[config.mk]
export PLATFORM = sky130hd
export DESIGN_NAME = receiver_autopoll_bitcheck_control
export DESIGN_NICKNAME = d
export VERILOG_FILES = /design/src/hdl/rx_ctrl_pkg.sv /design/src/hdl/receiver_autopoll_bitcheck_control.sv /design/src/hdl/bit_sync.sv /design/src/hdl/pulse_divider.sv
export SDC_FILE = /design/constraint.sdc
export NUM_CORES = 1
export LEC_CHECK = 0
export ABC_AREA = 1
export ABC_CLOCK_PERIOD_IN_PS = 15400
export BUFFER_PORTS_ARGS = -buffer_cell sky130_fd_sc_hd__buf_2
export CORE_MARGIN = 2
export CORE_UTILIZATION = 59
export CTS_BUF_LIST = sky130_fd_sc_hd__clkbuf_16
export DETAILED_ROUTE_END_ITERATION = 7
export GPL_TIMING_DRIVEN = 0
export PLACE_DENSITY_LB_ADDON = 0.05
export SYNTH_ARGS = -nofsm -noshare
export SYNTH_HDL_FRONTEND = slang
export SYNTH_SLANG_ARGS = --single-unit
[constraint.sdc]
create_clock -name sys_clk -period 15.4 [get_ports sys_clk]
set_clock_uncertainty 0.2 [all_clocks]
set_input_delay 1.54 -clock sys_clk [delete_from_list [all_inputs] [get_ports sys_clk]]
set_output_delay 1.54 -clock sys_clk [all_outputs]
set_load 0.03 [all_outputs]
[src/hdl/rx_ctrl_pkg.sv]
// Constants, control word layout and field decoders for the receiver control block.
// Assumes a 100 MHz system clock and a 1 ms tick standing in for the sleep oscillator.

package rx_ctrl_pkg;

    // ---------------------------------------------------------------
    // Timing
    // ---------------------------------------------------------------
    localparam int CLK_MHZ = 100;
    localparam int MS_CYCLES_DEF = 1000 * CLK_MHZ;

    // ---------------------------------------------------------------
    // Register map
    // ---------------------------------------------------------------
    localparam int ADDR_W = 4;
    localparam int CTRL_W = 20;
    localparam logic [ADDR_W-1:0] CTRL_ADDR = 4'h0;
    localparam logic [ADDR_W-1:0] STATUS_ADDR = 4'h4;
    localparam logic [CTRL_W-1:0] CTRL_RESET = 20'h00e78;

    typedef struct packed {
        logic rssi_offset_bit;
        logic watchdog_disable_bit;
        logic squelch_bit;
        logic fast_bw_bit;
        logic autopoll_enable_bit;
        logic [2:0] sleep_code;
        logic [2:0] window_code;
        logic [1:0] check_code;
        logic [1:0] slice_code;
        logic [1:0] bw_code;
        logic [2:0] desense_code;
    } ctrl_word_t;

    // ---------------------------------------------------------------
    // Field values
    // ---------------------------------------------------------------
    localparam logic [13:0] BW_BASE_HZ = 14'h0659;
    localparam logic [10:0] SLEEP_BASE_MS = 11'h00a;
    localparam logic [10:0] WD_FAST_MS = 11'h005;
    localparam logic [10:0] WD_MID_MS = 11'h00a;
    localparam logic [10:0] WD_SLOW_MS = 11'h014;
    localparam logic [4:0] PULSE_BASE = 5'h02;
    localparam logic [7:0] RSSI_OFFSET_MV = 8'hc8;
    localparam logic [6:0] SLICE_PCT [4] = '{7'h3c, 7'h1e, 7'h28, 7'h32};

    // Rows by window code, columns from widest to narrowest bandwidth
    localparam logic [9:0] WIN_US [8][4] = '{
        '{10'h043, 10'h088, 10'h10e, 10'h21d},
        '{10'h040, 10'h07e, 10'h0fc, 10'h1f9},
        '{10'h03b, 10'h076, 10'h0ea, 10'h1d5},
        '{10'h036, 10'h06c, 10'h0d8, 10'h1b2},
        '{10'h031, 10'h064, 10'h0c6, 10'h18d},
        '{10'h02d, 10'h05a, 10'h0b4, 10'h169},
        '{10'h029, 10'h052, 10'h0a3, 10'h145},
        '{10'h024, 10'h048, 10'h090, 10'h121}
    };

    function automatic logic [13:0] bw_hz_of(input logic [1:0] c);
        return 14'(BW_BASE_HZ << c);
    endfunction : bw_hz_of

    function automatic logic [10:0] sleep_ms_of(input logic [2:0] c);
        return 11'(SLEEP_BASE_MS << c);
    endfunction : sleep_ms_of

    function automatic logic [10:0] wd_ms_of(input logic [1:0] bw);
        if (bw[1]) begin
            return WD_FAST_MS;
        end else if (bw[0]) begin
            return WD_MID_MS;
        end
        return WD_SLOW_MS;
    endfunction : wd_ms_of

    // Narrow bandwidth codes sit in the long-window columns
    function automatic logic [15:0] win_cycles_of(input logic [2:0] c, input logic [1:0] bw);
        return 16'(int'(WIN_US[c][2'h3 - bw]) * CLK_MHZ);
    endfunction : win_cycles_of

    function automatic logic [4:0] pulse_target_of(input logic [1:0] c);
        return 5'(PULSE_BASE << c);
    endfunction : pulse_target_of

endpackage : rx_ctrl_pkg

[src/hdl/receiver_autopoll_bitcheck_control.sv]
// Control word register, decoded receiver settings and the auto-poll/bitcheck machine.
// Assumes rx_data_in is the sliced data and the select pins read high when floating.
`timescale 1ns/1ns
module receiver_autopoll_bitcheck_control #(
    parameter int MS_CYCLES = rx_ctrl_pkg::MS_CYCLES_DEF
) (
    input wire logic sys_clk,
    input wire logic reset,
    input wire logic [rx_ctrl_pkg::ADDR_W-1:0] addr,
    input wire logic [31:0] wdata,
    input wire logic wr_strobe,
    input wire logic rd_strobe,
    output logic [31:0] rdata,
    input wire logic bw_select_pin_lo,
    input wire logic bw_select_pin_hi,
    input wire logic rx_data_in,
    output logic data_out,
    output logic rx_awake,
    output logic [13:0] filter_bw_hz,
    output logic fast_bw,
    output logic [6:0] slice_percent,
    output logic [2:0] desense_code,
    output logic squelch_en,
    output logic [7:0] rssi_offset_mv
);
    typedef enum logic [1:0] {awake_s, sleep_s, check_s, wake_s} poll_state_t;

    // ---------------------------------------------------------------
    // Pins and time base
    // ---------------------------------------------------------------
    logic [2:0] sync_bits;
    logic pin_lo_s;
    logic pin_hi_s;
    logic data_s;
    logic ms_tick;

    bit_sync #(
        .W(3)
    ) u_sync (
        .sys_clk(sys_clk),
        .reset(reset),
        .async_in({rx_data_in, bw_select_pin_hi, bw_select_pin_lo}),
        .sync_out(sync_bits)
    );

    assign pin_lo_s = sync_bits[0];
    assign pin_hi_s = sync_bits[1];
    assign data_s = sync_bits[2];

    // Stands in for the sleep oscillator; never gated by the poll state
    pulse_divider #(
        .DIV(MS_CYCLES)
    ) u_ms_div (
        .sys_clk(sys_clk),
        .reset(reset),
        .tick(ms_tick)
    );

    // ---------------------------------------------------------------
    // Control word and register port
    // ---------------------------------------------------------------
    rx_ctrl_pkg::ctrl_word_t ctrl_reg;
    rx_ctrl_pkg::ctrl_word_t ctrl_next;
    logic [31:0] rdata_next;
    logic [31:0] status_word;
    logic [1:0] eff_bw;
    logic [13:0] filter_bw_next;
    logic [6:0] slice_next;
    logic [7:0] rssi_next;

    // Open pins read high, so the word alone decides unless a pin is tied low
    assign eff_bw = ctrl_reg.bw_code & {pin_hi_s, pin_lo_s};

    always_comb begin
        ctrl_next = ctrl_reg;
        rdata_next = 32'h0000_0000;
        if (wr_strobe && addr == rx_ctrl_pkg::CTRL_ADDR) begin
            ctrl_next = rx_ctrl_pkg::ctrl_word_t'(wdata[rx_ctrl_pkg::CTRL_W-1:0]);
        end
        if (rd_strobe) begin
            if (addr == rx_ctrl_pkg::STATUS_ADDR) begin
                rdata_next = status_word;
            end else begin
                rdata_next = 32'h0000_0000;
            end
        end
        filter_bw_next = rx_ctrl_pkg::bw_hz_of(eff_bw);
        slice_next = rx_ctrl_pkg::SLICE_PCT[ctrl_reg.slice_code];
        rssi_next = ctrl_reg.rssi_offset_bit ? rx_ctrl_pkg::RSSI_OFFSET_MV : 8'h00;
    end

    always_ff @(posedge sys_clk or posedge reset) begin
        if (reset) begin
            ctrl_reg <= rx_ctrl_pkg::ctrl_word_t'(rx_ctrl_pkg::CTRL_RESET);
            rdata <= 32'h0000_0000;
            filter_bw_hz <= 14'h0000;
            fast_bw <= 1'b0;
            slice_percent <= 7'h00;
            desense_code <= 3'h0;
            squelch_en <= 1'b0;
            rssi_offset_mv <= 8'h00;
        end else begin
            ctrl_reg <= ctrl_next;
            rdata <= rdata_next;
            filter_bw_hz <= filter_bw_next;
            fast_bw <= ctrl_reg.fast_bw_bit;
            slice_percent <= slice_next;
            desense_code <= ctrl_reg.desense_code;
            squelch_en <= ctrl_reg.squelch_bit;
            rssi_offset_mv <= rssi_next;
        end
    end

    // ---------------------------------------------------------------
    // Auto-poll and bitcheck machine
    // ---------------------------------------------------------------
    poll_state_t state_reg;
    poll_state_t state_next;
    logic poll_d_reg;
    logic data_d_reg;
    logic seen_reg;
    logic seen_next;
    logic [15:0] ival_reg;
    logic [15:0] ival_next;
    logic [10:0] ms_reg;
    logic [10:0] ms_next;
    logic [4:0] good_reg;
    logic [4:0] good_next;
    logic [1:0] bad_reg;
    logic [1:0] bad_next;
    logic data_out_next;
    logic poll_rise;
    logic edge_seen;
    logic good_pulse;
    logic bad_pulse;
    logic [10:0] sleep_ms;
    logic [10:0] wd_ms;
    logic [15:0] win_cyc;
    logic [4:0] pulse_target;

    assign poll_rise = ctrl_reg.autopoll_enable_bit && !poll_d_reg;
    assign edge_seen = data_s != data_d_reg;
    assign sleep_ms = rx_ctrl_pkg::sleep_ms_of(ctrl_reg.sleep_code);
    assign wd_ms = rx_ctrl_pkg::wd_ms_of(eff_bw);
    assign win_cyc = rx_ctrl_pkg::win_cycles_of(ctrl_reg.window_code, eff_bw);
    // Each good bit is one good high period plus one good low period
    assign pulse_target = rx_ctrl_pkg::pulse_target_of(ctrl_reg.check_code);
    assign status_word = {23'h000000, 2'(state_reg), bad_reg, good_reg};

    always_comb begin
        state_next = state_reg;
        seen_next = seen_reg;
        good_next = good_reg;
        bad_next = bad_reg;
        good_pulse = 1'b0;
        bad_pulse = 1'b0;
        ival_next = (ival_reg == 16'hffff) ? ival_reg : ival_reg + 16'h0001;
        ms_next = ms_reg;
        if (ms_tick && ms_reg != 11'h7ff) begin
            ms_next = ms_reg + 11'h001;
        end
        case (state_reg)
            awake_s: begin
                if (poll_rise) begin
                    state_next = sleep_s;
                    ms_next = 11'h000;
                end
            end
            sleep_s: begin
                if (ms_reg >= sleep_ms) begin
                    ms_next = 11'h000;
                    ival_next = 16'h0000;
                    if (ctrl_reg.check_code == 2'h0) begin
                        state_next = wake_s;
                    end else begin
                        state_next = check_s;
                        seen_next = 1'b0;
                        good_next = 5'h00;
                        bad_next = 2'h0;
                    end
                end
            end
            check_s: begin
                if (edge_seen) begin
                    ival_next = 16'h0000;
                    ms_next = 11'h000;
                    seen_next = 1'b1;
                    // First edge only starts the interval timer
                    if (seen_reg) begin
                        bad_pulse = ival_reg < win_cyc;
                        good_pulse = !bad_pulse;
                    end
                end
                good_next = good_reg + {4'h0, good_pulse};
                bad_next = bad_reg + {1'b0, bad_pulse};
                if (bad_pulse && bad_reg == 2'h1) begin
                    state_next = sleep_s;
                    ms_next = 11'h000;
                end else if (good_pulse && good_next == pulse_target) begin
                    state_next = wake_s;
                end else if (!ctrl_reg.watchdog_disable_bit && ms_reg >= wd_ms) begin
                    state_next = sleep_s;
                    ms_next = 11'h000;
                end
            end
            default: begin
                state_next = state_reg;
            end
        endcase
        if (!ctrl_reg.autopoll_enable_bit) begin
            state_next = awake_s;
        end
        // Gated output stays low while asleep or still checking
        data_out_next = (state_reg == awake_s || state_reg == wake_s) ? data_s : 1'b0;
    end

    always_ff @(posedge sys_clk or posedge reset) begin
        if (reset) begin
            state_reg <= awake_s;
            poll_d_reg <= 1'b0;
            data_d_reg <= 1'b0;
            seen_reg <= 1'b0;
            ival_reg <= 16'h0000;
            ms_reg <= 11'h000;
            good_reg <= 5'h00;
            bad_reg <= 2'h0;
            data_out <= 1'b0;
            rx_awake <= 1'b1;
        end else begin
            state_reg <= state_next;
            poll_d_reg <= ctrl_reg.autopoll_enable_bit;
            data_d_reg <= data_s;
            seen_reg <= seen_next;
            ival_reg <= ival_next;
            ms_reg <= ms_next;
            good_reg <= good_next;
            bad_reg <= bad_next;
            data_out <= data_out_next;
            rx_awake <= state_next != sleep_s;
        end
    end
endmodule : receiver_autopoll_bitcheck_control

[src/hdl/bit_sync.sv]
// Two-flop synchroniser for a group of asynchronous pin inputs.
// Assumes each bit is independent; no bus coherence across bits.
`timescale 1ns/1ns
module bit_sync #(
    parameter int W = 1
) (
    input wire logic sys_clk,
    input wire logic reset,
    input wire logic [W-1:0] async_in,
    output logic [W-1:0] sync_out
);
    // ---------------------------------------------------------------
    // Per-bit stages
    // ---------------------------------------------------------------
    genvar i;
    generate
        for (i = 0; i < W; i++) begin : g_bit
            logic meta_reg;
            logic hold_reg;
            always_ff @(posedge sys_clk or posedge reset) begin
                if (reset) begin
                    meta_reg <= 1'b0;
                    hold_reg <= 1'b0;
                end else begin
                    meta_reg <= async_in[i];
                    hold_reg <= meta_reg;
                end
            end
            assign sync_out[i] = hold_reg;
        end
    endgenerate
endmodule : bit_sync

[src/hdl/pulse_divider.sv]
// Free-running divider giving a one-cycle enable every DIV clocks.
// Assumes DIV of at least 2.
`timescale 1ns/1ns
module pulse_divider #(
    parameter int DIV = 100000
) (
    input wire logic sys_clk,
    input wire logic reset,
    output logic tick
);
    logic [31:0] cnt_reg;
    logic [31:0] cnt_next;
    logic tick_next;

    always_comb begin
        tick_next = (cnt_reg == 32'(DIV - 1));
        cnt_next = tick_next ? 32'h0000_0000 : cnt_reg + 32'h0000_0001;
    end

    always_ff @(posedge sys_clk or posedge reset) begin
        if (reset) begin
            cnt_reg <= 32'h0000_0000;
            tick <= 1'b0;
        end else begin
            cnt_reg <= cnt_next;
            tick <= tick_next;
        end
    end
endmodule : pulse_divider

==> flow_summary.toml <==
[timing]
relSlewSlack_pct = 52.7
hold_viol_final = 0
timing.final.crit_share_pct = 49.0
max_freq_ghz = 0.133
setup_violations = 0
rsz0062_at_grt = "no"
setup_tns_ps = 0
fin_crit_ps = 7540
tightest_slew_ps = 710
finalMaxSlewViolations = 0

[floorplanning]
rows = 42
die_area_mm2 = 0.0147
die_h_um = 121
num_io_pins = 111
core_area_mm2 = 0.0133
chipWidth_um = 121
start_util_pct = 60.9

[setup_path]
crit_fanout = 13
end_kind = "flip-flop"
required_ps = 15530
critPathSlowestCell = "dfstp_2"
cp-startpoint = "ctrl_reg[4]$_DFFE_PP1P_"
criticalPathCategory = "reg -> reg"
crit_top_cell = "nand2_1"
r2r_start = "ctrl_reg[4]$_DFFE_PP1P_"
cp.arrival_ps = 7680
max_stage_delay_ps = 530
cp-start-kind = "flip-flop"

[yosys]
syn_area_per_cell_um2 = 8.54
ys_seq_area_share_pct = 40.1
synth.distinct_cells = 51
synthCells = 952
ys_async_sr_fraction_pct = 100
yosys_warnings = 0
synth_edf_count = 0
ys.flop_type = "dfrtp_1"
ys_seq_elements = 130
syn_area_mm2 = 0.00813

[route]
first_pass_iters = 5
drt-vias-per-instance = 5.11
num_vias = 6427
ant_nets = 0
wl_mm = 16.6
wl_per_cell_um = 13.2
first_iter_violations = 582
drc = 0

[cts]
cts_max_level = 4
clk_pin_slew_ps = 60
worstSkewPairLatency_ps = 420
cts_setup_buffers = 0
cts-resized-gates = 0
numCtsBuffers = 17
cts_tree = "done"
clockBufferDepth = 2
clock-root-buffer = "clkbuf_16"
clock_sinks = 130
holdBufCountCts = 0

[power]
pwr_density_cell_mw_per_mm2 = 151
switching_share_pct = 38.9
p_leak_nw = 4.93
p_switching_mw = 0.552
clkPwrFrac_pct = 27.8
pwr-share-seq_pct = 28.6
p_comb_share_pct = 43.6
p_int_mw = 0.866
peakVddDrop_uv = 99.2

[finish]
nNetsFinal = 1197
largest_reg_flops = 32
drive_gt1_share_pct = 18.0
n_antenna_cell = 0
utilization_pct = 70.5
area_growth_pct = 15.7
final_cell_count_no_fill = 1257

[global_route]
grt_antenna_before_repair = 0
grt_max_degree = 70
grtUsageTotal_pct = 24.0
grt_pass1_vias = 6045
grt_pass1_wl_mm = 28.0
grt_overflow = 0

[placed_design]
post-dp-hpwl_mm = 12.4
place_congestion = 0.917
dp.cells = 1226
port_buffers = 68

[hold_path]
hp-start = "u_sync.g_bit[0].meta_reg$_DFF_PP0_"
hp-class = "reg -> reg"

[job]
cap_violations = 0

[outcome]
status = "completed"
-- metrics by stage --
stage          area, um^2  setup WS, ps  hold WS, ps  power (mW)
2_1_floorplan        8240          9120          131       0.885
3_3_place_gp         8800          8070          134        1.01
3_5_place_dp         8840          8000          135        1.03
4_1_cts              9410          7880          147        1.43
5_1_grt              9410          7220          159        1.54
6_report             9410          7860          147        1.42
-- final cells by class --
type,count,area [um^2]
multi-input cells,647,4070
fillers,1112,3940
flip-flops and latches,130,3260
inverters,161,613
clock buffers,17,425
repair buffers,69,368
plain buffers,43,300
well taps,176,220
clock inverters,14,151
-- placed cells by master, fill, tap and decap left out, drive strengths merged --
cell type and n:
xnor2 13, clkinv 7, buf 107, o31ai 2
and3 1, mux2 10, dfrtp 122, o21bai 1
nor3 32, nand4 24, o21a 3, a21o 2
o22ai 6, o211a 2, nand3 34, nand2 142
dfstp 8, a31oi 3, inv 162, o311ai 1
a21boi 2, ha 80, fa 5, o211ai 3
nor3b 1, nand3b 1, nor2 97, a211oi 5
xor2 26, nor4 12, o21ai 46, and2 1
or2 3, a21oi 59, clkinvlp 3, clkbuf 22
bufinv 3, conb 30
-- synth_stat cells, types with 4 or more instances --
cell type    n  area (um^2)
inv_1      148          556
nand2_1    136          510
dfrtp_1    122         3050
nor2_1      85          319
ha_1        80         1000
a21oi_1     59          295
o21ai_0     38          190
buf_4       37          278
nand3_1     33          165
nor3_1      29          145
xor2_1      26          228
nand4_1     24          150
xnor2_1     13          114
inv_2       10         37.5
mux2_2      10          113
dfstp_2      8          210
nor2_2       8         50.1
o21ai_1      8         40.0
nor4_1       7         43.8
o22ai_1      6         37.5
a211oi_1     5         37.5
clkbuf_1     5         18.8
fa_1         5          100
nand2_2      5         31.3
nor2_4       4         45.0
-- per-layer routing --
metal / track usage, % / wire length, um / share of wire [%]
met5: 0 / 0 / 0
met1: 33.6 / 7950 / 48
met3: 5.69 / 950 / 5.7
met4: 7.04 / 204 / 1.2
met2: 37.5 / 7500 / 45
-- power groups by stage --
stage / Combinational [mW] / Clock (mW) / Sequential, mW
global route: 0.716 / 0.417 / 0.411
CTS: 0.622 / 0.401 / 0.405
finish: 0.617 / 0.395 / 0.406
floorplan: 0.453 / 0 / 0.433
global placement: 0.596 / 0 / 0.409
detailed placement: 0.615 / 0 / 0.411
-- kinds of logic after synthesis --
family	Yosys count	synth area share, %
compound gates	135	9.17
xor+xnor	39	4.20
fa+ha+maj	85	13.5
other cells	1	0.0461
simple gates	348	20.4
buf+inv	204	11.2
mux	10	1.38
flops	130	40.1
-- critical path: cells and delay by family (launching register included) --
kind | cells | cell delay [ps]
buf+inv | 6 | 830
simple gates | 12 | 1270
flops | 1 | 530
compound gates | 10 | 1830
xor+xnor | 3 | 700
fa+ha+maj | 7 | 2110
-- worst paths after layout --
check,depth (start not counted),end,slack [ps]
setup / recovery,38,rx_awake$_DFF_PP1_,7860
hold / removal,0,u_sync.g_bit[0].hold_reg$_DFF_PP0_,150
setup reg to reg,38,rx_awake$_DFF_PP1_,7860
hold reg to reg,0,u_sync.g_bit[0].hold_reg$_DFF_PP0_,150
max in group asynchronous,3,ctrl_reg[11]$_DFFE_PP1P_,13220
min in group asynchronous,2,ival_reg[13]$_DFF_PP0_,1000
Power figures use the tool's default switching activity.
